==> src/lac_defines.svh <==
// Register offsets, reset values, field positions and timing counts for channel A config.
// Assumes inclusion by bare name from the design module.
`ifndef LAC_DEFINES_SVH
`define LAC_DEFINES_SVH

`define LAC_OFS_RSVD_B 8'h0b
`define LAC_OFS_RSVD_C 8'h0c
`define LAC_OFS_RSVD_D 8'h0d
`define LAC_OFS_RECEIVER_DETECT_MODE 8'h0e
`define LAC_OFS_EQ 8'h0f
`define LAC_OFS_RATE 8'h10
`define LAC_OFS_RATE_INFO 8'h11

`define LAC_RST_RSVD_B 8'h70
`define LAC_RST_RSVD_C 8'h00
`define LAC_RST_RSVD_D 8'h00
`define LAC_RST_RECEIVER_DETECT_MODE 2'h0
`define LAC_RST_EQ 8'h2f
`define LAC_RST_RATE 8'hed

`define LAC_RECEIVER_DETECT_MODE_HI 3
`define LAC_RECEIVER_DETECT_MODE_LO 2
`define LAC_SCP_BIT 7
`define LAC_SEL_RATE_BIT 6
`define LAC_RATE_INFO_HI 6
`define LAC_RATE_INFO_LO 5

`define LAC_CLK_KHZ 20000
`define LAC_PROBE_MS 12
`define LAC_PROBE_LIMIT_MS 600
`define LAC_PROBE_CYCLES (`LAC_PROBE_MS * `LAC_CLK_KHZ)
`define LAC_PROBE_ATTEMPTS (`LAC_PROBE_LIMIT_MS / `LAC_PROBE_MS)

`endif

==> src/lac_pkg.sv <==
// Types for the channel A configuration register bank.
// Assumes nothing beyond the defines header.
package lac_pkg;

  typedef enum logic [1:0] {
    RXD_HIZ = 2'h0,
    RXD_AUTO_LIMITED = 2'h1,
    RXD_AUTO_FOREVER = 2'h2,
    RXD_FIXED_50 = 2'h3
  } lac_receiver_detect_mode_type;

  typedef enum logic [4:0] {
    ST_OFF = 5'h01,
    ST_WAIT = 5'h02,
    ST_FOUND = 5'h04,
    ST_STOP = 5'h08,
    ST_FIXED = 5'h10
  } lac_state_type;

  typedef struct packed {
    logic wrEn;
    logic [7:0] addr;
    logic [7:0] data;
  } lac_reg_req_type;

  typedef struct packed {
    logic probe;
    logic term50;
  } lac_link_type;

endpackage : lac_pkg
==> src/lac_chan_a_regs.sv <==
// Channel A config and status registers with the receiver-detect probe sequencer.
// Assumes an SMBus slave outside presents byte accesses synchronous to clk.
//
// Function
// - Detect code 00: input high impedance, no probing at all.
// - Code 01: probe every 12 ms, stop after 50 tries; 50 ohm once found.
// - Code 10: probe every 12 ms without limit; 50 ohm once found.
// - Code 11: fixed 50 ohm termination, pin setting overridden only while the global detect override is set.
// - Equalizer gain: 8-bit read/write, 256 levels, resets to 0x2f.
// - Rate control bit 7 switches output short-circuit protection on or off.
// - Rate control bit 6 picks gen1/2 when 1, gen3 when 0; resets 0xed.
// - Read-only bits 6:5 report detected rate: 00, 01 or 11.
// - Forced rate applies only while the global rate override is set.
// - Register detect mode applies only while the global detect override is set.
`include "lac_defines.svh"
`timescale 1ns/100ps
`default_nettype none

module lac_chan_a_regs
  import lac_pkg::*;
#(
  parameter int PROBE_CYCLES = `LAC_PROBE_CYCLES,
  parameter int PROBE_ATTEMPTS = `LAC_PROBE_ATTEMPTS
)
(
  // Clock and reset
  input wire logic clk,
  input wire logic srst,
  // Register port from the SMBus slave
  input wire lac_reg_req_type regReq,
  output logic [7:0] regRdData,
  // Global overrides and pin settings
  input wire logic overrideRxDet,
  input wire logic overrideRate,
  input wire logic [1:0] rxDetPinMode,
  input wire logic autoGen12,
  // Analog link side
  input wire logic receiverSeen,
  input wire logic [1:0] detectedRate,
  output lac_link_type link,
  output logic scpEnable,
  output logic gen12Select,
  output logic [7:0] equalizerGainLevel
);

  localparam int TW = $clog2(PROBE_CYCLES + 1);
  localparam int AW = $clog2(PROBE_ATTEMPTS + 1);

  if (PROBE_CYCLES < 2 || PROBE_ATTEMPTS < 1)
  begin : gen_check
    $error("lac_chan_a_regs: probe period or attempt count too small");
  end

  logic [7:0] rsvdB_ff;
  logic [7:0] rsvdC_ff;
  logic [7:0] rsvdD_ff;
  logic [1:0] rxMode_ff;
  logic [7:0] eqGain_ff;
  logic [7:0] rateReg_ff;
  logic [1:0] rateSeen_ff;
  logic [7:0] rdData_ff;
  lac_state_type state_ff;
  lac_state_type nxt_state;
  logic [1:0] lastMode_ff;
  logic [TW-1:0] timer_ff;
  logic [AW-1:0] attempts_ff;
  logic probe_ff;
  logic term50_ff;
  logic gen12_ff;
  logic [1:0] effMode;
  logic timerDone;
  logic modeChanged;

  // Register writes; unmapped offsets are ignored
  always_ff @(posedge clk)
  begin
    if (srst)
    begin
      rsvdB_ff <= `LAC_RST_RSVD_B;
      rsvdC_ff <= `LAC_RST_RSVD_C;
      rsvdD_ff <= `LAC_RST_RSVD_D;
      rxMode_ff <= `LAC_RST_RECEIVER_DETECT_MODE;
      eqGain_ff <= `LAC_RST_EQ;
      rateReg_ff <= `LAC_RST_RATE;
    end
    else if (regReq.wrEn)
    begin
      case (regReq.addr)
        `LAC_OFS_RSVD_B: rsvdB_ff <= regReq.data;
        `LAC_OFS_RSVD_C: rsvdC_ff <= regReq.data;
        `LAC_OFS_RSVD_D: rsvdD_ff <= regReq.data;
        `LAC_OFS_RECEIVER_DETECT_MODE: rxMode_ff <= regReq.data[`LAC_RECEIVER_DETECT_MODE_HI:`LAC_RECEIVER_DETECT_MODE_LO];
        `LAC_OFS_EQ: eqGain_ff <= regReq.data;
        `LAC_OFS_RATE: rateReg_ff <= regReq.data;
        default: ;
      endcase
    end
  end

  // Code 10 is not a rate; keep the last valid report instead
  always_ff @(posedge clk)
  begin
    if (srst)
      rateSeen_ff <= 2'h0;
    else if (detectedRate != 2'h2)
      rateSeen_ff <= detectedRate;
  end

  // Registered read, one cycle after the address
  always_ff @(posedge clk)
  begin
    if (srst)
      rdData_ff <= 8'h00;
    else
    begin
      case (regReq.addr)
        `LAC_OFS_RSVD_B: rdData_ff <= rsvdB_ff;
        `LAC_OFS_RSVD_C: rdData_ff <= rsvdC_ff;
        `LAC_OFS_RSVD_D: rdData_ff <= rsvdD_ff;
        `LAC_OFS_RECEIVER_DETECT_MODE: rdData_ff <= {4'h0, rxMode_ff, 2'h0};
        `LAC_OFS_EQ: rdData_ff <= eqGain_ff;
        `LAC_OFS_RATE: rdData_ff <= rateReg_ff;
        `LAC_OFS_RATE_INFO: rdData_ff <= {1'b0, rateSeen_ff, 5'h00};
        default: rdData_ff <= 8'h00;
      endcase
    end
  end

  assign effMode = overrideRxDet ? rxMode_ff : rxDetPinMode;
  assign timerDone = (timer_ff == TW'(PROBE_CYCLES - 1));
  assign modeChanged = (effMode != lastMode_ff);

  // Detect sequencer; any mode change into code 01 or 10 restarts the probe schedule
  always_comb
  begin
    nxt_state = state_ff;
    case (effMode)
      RXD_HIZ: nxt_state = ST_OFF;
      RXD_FIXED_50: nxt_state = ST_FIXED;
      default:
      begin
        if (modeChanged || state_ff == ST_OFF || state_ff == ST_FIXED)
          nxt_state = ST_WAIT;
        else
        begin
          case (state_ff)
            ST_WAIT:
            begin
              if (receiverSeen)
                nxt_state = ST_FOUND;
              // Give up one period after the last probe, so its answer still counts
              else if (timerDone && effMode == RXD_AUTO_LIMITED &&
                       attempts_ff == AW'(PROBE_ATTEMPTS))
                nxt_state = ST_STOP;
              else
                nxt_state = ST_WAIT;
            end
            ST_FOUND: nxt_state = ST_FOUND;
            ST_STOP: nxt_state = ST_STOP;
            default: nxt_state = ST_WAIT;
          endcase
        end
      end
    endcase
  end

  always_ff @(posedge clk)
  begin
    if (srst)
    begin
      state_ff <= ST_OFF;
      lastMode_ff <= 2'h0;
      term50_ff <= 1'b0;
    end
    else
    begin
      state_ff <= nxt_state;
      lastMode_ff <= effMode;
      term50_ff <= (nxt_state == ST_FOUND) || (nxt_state == ST_FIXED);
    end
  end

  // Probe timer and attempt count, cleared outside a live wait
  always_ff @(posedge clk)
  begin
    if (srst)
    begin
      timer_ff <= '0;
      attempts_ff <= '0;
      probe_ff <= 1'b0;
    end
    else if (state_ff != ST_WAIT || nxt_state != ST_WAIT || modeChanged)
    begin
      timer_ff <= '0;
      attempts_ff <= (state_ff == ST_WAIT && !modeChanged) ? attempts_ff : '0;
      probe_ff <= 1'b0;
    end
    else if (timerDone)
    begin
      timer_ff <= '0;
      attempts_ff <= attempts_ff + AW'(1);
      probe_ff <= 1'b1;
    end
    else
    begin
      timer_ff <= timer_ff + TW'(1);
      probe_ff <= 1'b0;
    end
  end

  always_ff @(posedge clk)
  begin
    if (srst)
      gen12_ff <= 1'b0;
    else
      gen12_ff <= overrideRate ? rateReg_ff[`LAC_SEL_RATE_BIT] : autoGen12;
  end

  assign regRdData = rdData_ff;
  assign link = '{probe: probe_ff, term50: term50_ff};
  assign scpEnable = rateReg_ff[`LAC_SCP_BIT];
  assign gen12Select = gen12_ff;
  assign equalizerGainLevel = eqGain_ff;

  hiz_no_probe_a: assert property (@(posedge clk) disable iff (srst)
    effMode == RXD_HIZ |=> !link.term50 ##1 !link.probe)
    else $error("probe or termination in high impedance mode");
  limit_attempts_a: assert property (@(posedge clk) disable iff (srst)
    state_ff == ST_STOP |-> !link.probe && !link.term50 && attempts_ff <= AW'(PROBE_ATTEMPTS))
    else $error("limited detect kept probing");
  probe_gap_a: assert property (@(posedge clk) disable iff (srst)
    link.probe |=> !link.probe [*8])
    else $error("probes too close together");
  fixed_term_a: assert property (@(posedge clk) disable iff (srst)
    effMode == RXD_FIXED_50 |=> link.term50 && !link.probe)
    else $error("fixed mode without 50 ohm");
  eq_reset_a: assert property (@(posedge clk)
    srst |=> equalizerGainLevel == 8'h2f)
    else $error("equalizer gain reset wrong");
  scp_follow_a: assert property (@(posedge clk) disable iff (srst)
    regReq.wrEn && regReq.addr == `LAC_OFS_RATE |=> scpEnable == $past(regReq.data[7]))
    else $error("short circuit protection not following write");
  rate_reset_a: assert property (@(posedge clk)
    srst |=> rateReg_ff == 8'hed)
    else $error("rate control reset wrong");
  rate_forced_a: assert property (@(posedge clk) disable iff (srst)
    overrideRate |=> gen12Select == $past(rateReg_ff[6]))
    else $error("forced rate not applied");
  rate_code_a: assert property (@(posedge clk) disable iff (srst)
    regReq.addr == `LAC_OFS_RATE_INFO |=> regRdData[6:5] != 2'h2)
    else $error("unused rate code reported");
  mode_select_a: assert property (@(posedge clk) disable iff (srst)
    !overrideRxDet && rxDetPinMode == RXD_FIXED_50 |=> link.term50)
    else $error("pin detect mode ignored");

endmodule : lac_chan_a_regs

`default_nettype wire

==> config.mk <==
export PLATFORM = sky130hd
export DESIGN_NAME = lac_chan_a_regs
export DESIGN_NICKNAME = d
export VERILOG_FILES = /design/src/lac_pkg.sv /design/src/lac_chan_a_regs.sv
export VERILOG_INCLUDE_DIRS = /design/src
export SDC_FILE = /design/constraint.sdc
export NUM_CORES = 1
export LEC_CHECK = 0
export ABC_AREA = 1
export BUFFER_PORTS_ARGS = -buffer_cell sky130_fd_sc_hd__clkbuf_2
export CELL_PAD_IN_SITES_DETAIL_PLACEMENT = 1
export CELL_PAD_IN_SITES_GLOBAL_PLACEMENT = 1
export CORE_UTILIZATION = 38
export CTS_CLUSTER_SIZE = 25
export DETAILED_ROUTE_END_ITERATION = 8
export GPL_TIMING_DRIVEN = 1
export PLACE_DENSITY_LB_ADDON = 0.1
export SLEW_MARGIN = 40
export SYNTH_ARGS = -nofsm -noshare
export SYNTH_HDL_FRONTEND = slang
export SYNTH_SLANG_ARGS = --single-unit
export TNS_END_PERCENT = 30
==> constraint.sdc <==
create_clock -name clk -period 2.6 [get_ports clk]
set_input_delay 0.26 -clock clk [delete_from_list [all_inputs] [get_ports clk]]
set_output_delay 0.26 -clock clk [all_outputs]
set_load 0.1 [all_outputs]
== Word-level counts from Yosys, hierarchy flattened ==
Index checks and enable logic that the tools add are counted.
Widths: inputs -> output; s select.

* $add $sub $neg: 2
* Equal/unequal tests: 23
* Muxes and demuxes: 12
* Reduce and logical (&&, ||, !) cells: 20

{| class="wikitable"
|+ Operators by type and width
! operator !! count
|-
| $pmux 8 s7 || 1
|-
| $eq 8x4->1 const B || 5
|-
| $add 18x1->18 const B || 1
|-
| $eq 18x18->1 const B || 1
|-
| $mux 6 || 3
|-
| $eq 8x5->1 const B || 2
|-
| $pmux 5 s3 || 1
|-
| $reduce_and 2->1 || 7
|-
| $eq 5x3->1 const B || 2
|-
| $eq 5x5->1 const B || 2
|-
| $ne 5x2->1 const B || 2
|-
| $pmux 5 s2 || 1
|-
| $mux 4 || 2
|-
| $add 6x1->6 const B || 1
|-
| $eq 6x6->1 const B || 1
|-
| $eq 5x1->1 const B || 1
|-
| $eq 5x2->1 const B || 1
|-
| $eq 5x4->1 const B || 1
|-
| $logic_or 1x1->1 || 5
|-
| $mux 5 || 1
|-
| $ne 2x2->1 const B || 2
|-
| $logic_and 1x1->1 || 3
|-
| $reduce_or 3->1 || 1
|-
| $eq 2x1->1 const B || 1
|-
| other kinds (8) || 9
|}

* Flip-flop bits (word level): 86
* Input port bits: 27
* Output and inout port bits: 20
* Word-level logic and storage cells: 72

== Logic depth before layout (Yosys ltp) ==
* Word-level depth: 14
* Mapped depth: 16
* Depth with buffers taken out: 16

== Worst setup path after synthesis ==
No wires, ideal clock.

* Path kind: reg-to-reg
* From: register rxMode_ff[0]
* To: register attempts_ff[0]
* Setup time: 0.117 ns
* Arrival time: 1.589 ns
* Data required time: 2.483 ns
* Slack: 0.894 ns
* Cell stages (with the launch flop): 16
* Path buffers: 0
* Period minus slack after synthesis: 1.706 ns
* Cells stage by stage: dfxtp_1 > inv_1 > nand2_2 > nand2_2 > inv_1 > ha_1 > nand4_1 > nor2_1 > nand3_1 > nand2_1 > a21oi_1 > nand3_2 > nand2_4 > inv_2 > a21oi_1 > nor2_1

* Cells in the longest elaborated chain, start to end: 14
* Elaborated cells on any way between the ends: 23
* Those cells by class: 5 x eq/ne; 7 x mux; 11 x reduce/logical

{| class="wikitable"
|+ Ends and longest elaborated chain
! element !! line !! text
|-
| from (decl) || lac_chan_a_regs.sv:57 || <nowiki>logic [1:0] rxMode_ff;</nowiki>
|-
| from (signal assigned) || lac_chan_a_regs.sv:82 || <nowiki>rxMode_ff <= `LAC_RST_RECEIVER_DETECT_MODE;</nowiki>
|-
| from (signal assigned) || lac_chan_a_regs.sv:92 || <nowiki>`LAC_OFS_RECEIVER_DETECT_MODE: rxMode_ff <= regReq.data[`LAC_RECEIVER_DETECT_MODE_HI:`LAC_RECEIVER_DETECT_MODE ...</nowiki>
|-
| $mux 2 * || lac_chan_a_regs.sv:129 || <nowiki>assign effMode = overrideRxDet ? rxMode_ff : rxDetPinMode;</nowiki>
|-
| named net effMode[0] || lac_chan_a_regs.sv:70 || <nowiki>logic [1:0] effMode;</nowiki>
|-
| $eq 2x1->1 || lac_chan_a_regs.sv:152 || <nowiki>else if (timerDone && effMode == RXD_AUTO_LIMITED &&</nowiki>
|-
| $logic_and 1x1->1 (2 in a row) || lac_chan_a_regs.sv:152 ||
|-
| $mux 4 || lac_chan_a_regs.sv:152 ||
|-
| $mux 4 || lac_chan_a_regs.sv:149 || <nowiki>if (receiverSeen)</nowiki>
|-
| $pmux 5 s3 || lac_chan_a_regs.sv:146 || <nowiki>case (state_ff)</nowiki>
|-
| $mux 5 || lac_chan_a_regs.sv:142 || <nowiki>if (modeChanged || state_ff == ST_OFF || state_ff == ST_FIXED)</nowiki>
|-
| $pmux 5 s2 || lac_chan_a_regs.sv:137 || <nowiki>case (effMode)</nowiki>
|-
| $ne 5x2->1 || lac_chan_a_regs.sv:192 || <nowiki>else if (state_ff != ST_WAIT || nxt_state != ST_WAIT || modeChanged)</nowiki>
|-
| $logic_or 1x1->1 (2 in a row) || lac_chan_a_regs.sv:192 ||
|-
| $ne 2x2->1 (no line) / $reduce_bool 2->1 (equally long branches) || - ||
|-
| $reduce_and 2->1 (no line) || - ||
|-
| to (signal assigned) || lac_chan_a_regs.sv:195 || <nowiki>attempts_ff <= (state_ff == ST_WAIT && !modeChanged) ? attempts_ff : '0;</nowiki>
|-
| to (signal assigned) || lac_chan_a_regs.sv:201 || <nowiki>attempts_ff <= attempts_ff + AW'(1);</nowiki>
|-
| to (decl) || lac_chan_a_regs.sv:66 || <nowiki>logic [AW-1:0] attempts_ff;</nowiki>
|}

The timed path passes the listed nets; every way through them passes the cells marked *.
A chain may end at the register's enable or synchronous reset.

== Worst setup path after layout ==
* From: register timer_ff[0]
* To: register timer_ff[11]

* Cells in the longest elaborated chain, start to end: 12
* Elaborated cells on any way between the ends: 13
* Those cells by class: 1 x add/sub; 2 x eq/ne; 5 x mux; 5 x reduce/logical

{| class="wikitable"
|+ Ends and longest elaborated chain
! element !! line !! text
|-
| from (decl) || lac_chan_a_regs.sv:65 || <nowiki>logic [TW-1:0] timer_ff;</nowiki>
|-
| from (signal assigned) || lac_chan_a_regs.sv:206 || <nowiki>timer_ff <= timer_ff + TW'(1);</nowiki>
|-
| $eq 18x18->1 || lac_chan_a_regs.sv:130 || <nowiki>assign timerDone = (timer_ff == TW'(PROBE_CYCLES - 1));</nowiki>
|-
| $logic_and 1x1->1 (2 in a row) || lac_chan_a_regs.sv:152 ||
|-
| $mux 4 || lac_chan_a_regs.sv:152 ||
|-
| $mux 4 || lac_chan_a_regs.sv:149 ||
|-
| $pmux 5 s3 || lac_chan_a_regs.sv:146 ||
|-
| $mux 5 || lac_chan_a_regs.sv:142 ||
|-
| $pmux 5 s2 || lac_chan_a_regs.sv:137 ||
|-
| $ne 5x2->1 || lac_chan_a_regs.sv:192 ||
|-
| $logic_or 1x1->1 (2 in a row) || lac_chan_a_regs.sv:192 ||
|-
| $reduce_or 3->1 (no line) || - ||
|}

Parallel ways exist; a longest one is shown, timed or not.

==> metrics.md <==
| Metric | Value |
|---|---|
| Syn_nets | `552` |
| Status | `finished, final reports clean` |
| Initial Utilization | `0.396` |
| Die Span Y | `between 100 and 150 µm` |
| Largest net degree at the start of global routing | `42` |
| Fin. Hold Viols | `0` |
| GPL Wtd Cong | `between 0.7 and 0.8` |
| # port buffers | `46` |
| GRT Total Usage | `0.197` |
| Power density cells | `around 530 nW/µm²` |
| Slew HR | `0.473` |
| Top post-synthesis cells by area | `dfxtp_1, nand2_1, inv_1, a21oi_1, o21ai_0` |
| Part of the power in registers | `0.560` |
| Hpwl dp | `about 7200 µm` |
| Gate Count Post-Synth | `519` |
| Max Freq | `0.494 GHz` |
| Number of global-route vias before repair | `3599` |
| Share of cells above drive strength 1 | `0.186` |
| Max incr delay on CP | `between 0.3 and 0.4 ns` |
| Die Footprint | `10700 µm²` |
| Syn Std Cell Area | `just under 4000 µm²` |
| Root buf cell | `clkbuf_8` |
| DR vias/cell | `4.94` |
| Final WL | `9830 µm` |
| Inst Count DP | `691` |
| Total CTS buffers | `9` |
| Cells along the critical path | `ha_1 > nand2_1 > nor2_2 > nand2_1 > nor2_1 > nand3_1 > nand2_1 > nand2_1 > nand2_1 > nor2_4 > nand2_4 > inv_1 > and3_1` |
| RSZ-0062 raised after global routing | `no` |
| Max Cap Viol | `0` |
| Drt drc | `0` |
| Io pins | `47` |
| Met2 routed wirelength | `4820 µm` |
| Clk_lat worst skew | `between 0.3 and 0.4 ns` |
| Cts hold-fix bufs | `0` |
| Avg WL per Cell | `13.9 µm` |
| Actual slew at the worst max-slew pin | `0.785 ns` |
| Final period util | `0.779` |
| Sw Ratio | `0.255` |
| Register area share after synthesis | `0.439` |
| Post-synthesis cell type count | `40` |
| Post-synthesis sequential element count | `86` |
| WL met1 | `about 4600 µm` |
| Ant. Diodes | `0` |
| CTS sink count | `86` |
| Internal power | `roughly 1.8 mW` |
| Die width | `104 µm` |
| Top Metal Used | `met4` |
| Area Overhead vs Synth | `14.3%` |
| Remaining antenna violation count | `0` |
| Initial antenna violation count | `0` |
| First-pass GRT wire length | `17000 µm` |
| Fin cells | `707` |
| Largest buffer count on any clock path | `2` |
| Syn_area_per_cell | `7.56 µm²` |
| NetSw | `0.606 mW` |
| Post-route core utilization | `0.452` |
| Leak | `1.93 nW` |
| CTS tree | `built` |
| Max VDD drop | `just under 200 µV` |
| Final nets | `602` |
| Placed cell areas | `4300 µm²` |
| Setup Fix Bufs, Post-CTS | `0` |
| Power share of the clock group | `0.378` |
| Clock transition at the registers of the reported paths | `0.09 ns` |
| Via count | `approximately 3500` |
| Pins Over Slew Limit | `0` |
| Finished Cell Area | `4480 µm²` |
| Metal3 WL | `261 µm` |
| Crit start category | `register` |
| Combinational power share | `0.063` |
| Setup violators final | `0` |
| Worst Setup End Kind | `register` |
| CP most frequent cell | `nand2_1` |
| Crit path DAT | `2.29 ns` |
| H-tree Lvls | `3` |
| Synthesis Warnings | `0` |
| Number of synthesized flops with an enable pin | `0` |
| Synth top area share | `0.439` |
| Primary FF master, synth | `dfxtp_1` |
| Critical path data required time | `roughly 2.9 ns` |
| Final critical-path required period | `2.03 ns` |
| Hold Path Class | `in2reg` |
| Worst clock skew | `0.0134 ns` |
| Pre-antenna DRT Iters | `4` |
| Total power | `2.38 mW` |
| DR iter-0 viols | `just over 70` |
| FP Rows | `36` |
| Worst path slowest cell | `dfxtp_1` |
| GR Overflow Total | `0` |
| Core Area | `between 9000 and 10000 µm²` |
| CP Max Fanout | `17` |
| CP Class | `reg2reg` |
| Post-CTS sizing | `0` |
| Setup_tns | `0 ns` |
| Leading area contributor after synthesis | `dfxtp_1` |
| Post-synth ARST share | `0` |
==> worst max-delay path: cells and delay by family (launching register included) <==
kind | cells | cell delay [ns]
and+or+nand+nor | 11 | 1.28
buffers and inverters | 1 | 0.09
adders and majority gates | 1 | 0.18
DFF | 1 | 0.36
==> layout by cell type, fill, tap and decap left out, types with 3 or more instances in the layout <==
cell type | netlist | layout
inv_2 | 5 | 5
o21ai_0 | 37 | 37
dfxtp_1 | 86 | 86
xor2_1 | 5 | 5
a41oi_1 | 4 | 4
nor2_2 | 10 | 10
a21oi_1 | 46 | 46
clkbuf_8 | 0 | 11
nand2_2 | 8 | 8
ha_1 | 6 | 6
nor3_2 | 3 | 3
nand3_2 | 4 | 4
nand2_1 | 83 | 83
o211ai_1 | 14 | 14
nand4_1 | 9 | 9
inv_1 | 75 | 75
nor3b_1 | 4 | 4
clkbuf_2 | 0 | 46
buf_4 | 3 | 7
nand3_1 | 24 | 24
o22ai_1 | 5 | 5
nor2_1 | 47 | 47
nor2_4 | 3 | 3
a221oi_1 | 3 | 3
nor3_1 | 5 | 5
==> cells in the mapped netlist, types with 2 or more instances <==
library cell and n:
nor2_2 10, a211oi_1 2, a41oi_1 4, nand2_4 2, a221oi_1 3, xnor2_1 2, nand2_1 83, nor3b_1 4
nor2_4 3, nand2_2 8, clkbuf_1 7, nand3_1 24, a31oi_1 2, nor3_2 3, o21ai_0 37, dfxtp_1 86
nor3_1 5, ha_1 6, a21oi_1 46, nor4_1 2, o211ai_1 14, buf_4 3, o22ai_1 5, xor2_1 5
nor2_1 47, buf_2 3, nand4_1 9, inv_2 5, nand3_2 4, inv_1 75
==> per-layer routing <==
layer | vias up | track usage
met5 | - | 0
met4 | 0 | 0.0642
met3 | 13 | 0.0422
met2 | 42 | 0.342
met1 | 1634 | 0.241
li1 | 1803 | -
==> registers in the layout (all words and copies together) (netlist names), 5 cells and up <==
signal and count:
equalizerGainLevel 8, regRdData 8, attempts_ff 6, rsvdC_ff 8
rsvdD_ff 8, state_ff 5, rsvdB_ff 8, rateReg_ff 8
timer_ff 18
==> cell type report <==
class                      instances  area (µm²)
clock buffer                      12         155
multi-input combinational        339        1830
fill                            1284        5430
tap                              133         166
sequential                        86        1720
timing repair buffer              53         283
inverter                          80         300
clock inverter                     4        30.0
==> power groups by stage <==
stage / combinational (mW) / sequential, mW / clock, mW
floorplan: 0.0886 / 1.37 / 0
global placement: 0.147 / 1.36 / 0
detailed placement: 0.151 / 1.36 / 0
CTS: 0.151 / 1.33 / 0.931
global route: 0.169 / 1.33 / 0.989
finish: 0.149 / 1.33 / 0.900
==> worst paths after layout <==
| path | start | end | slack (ns) | cells past startpoint |
|---|---|---|---|---|
| hold reg to reg | timer_ff[0] | timer_ff[0] | 0.45 | 1 |
| setup reg to reg | timer_ff[0] | timer_ff[11] | 0.57 | 13 |
| hold / removal | overrideRate | gen12Select | 0.09 | 2 |
| setup / recovery | timer_ff[0] | timer_ff[11] | 0.57 | 13 |
==> cell families (layout without fill, tap and decap cells) <==
logic type,Yosys count,after routing,share of synthesized area
simple gates,208,208,0.258
compound gates,118,118,0.173
buf+inv,94,149,0.0957
flops,86,86,0.439
xor+xnor,7,7,0.0156
fa+ha+maj,6,6,0.0191
==> through the flow <==
step                hold slack [ns]  worst slack, ns
CTS                          0.0700            0.508
detailed placement            0.440            0.511
floorplan                     0.354            0.894
global route                 0.0839            0.335
finish                       0.0854            0.574
global placement              0.432            0.617
No activity file was read; power rests on OpenSTA's default activity.
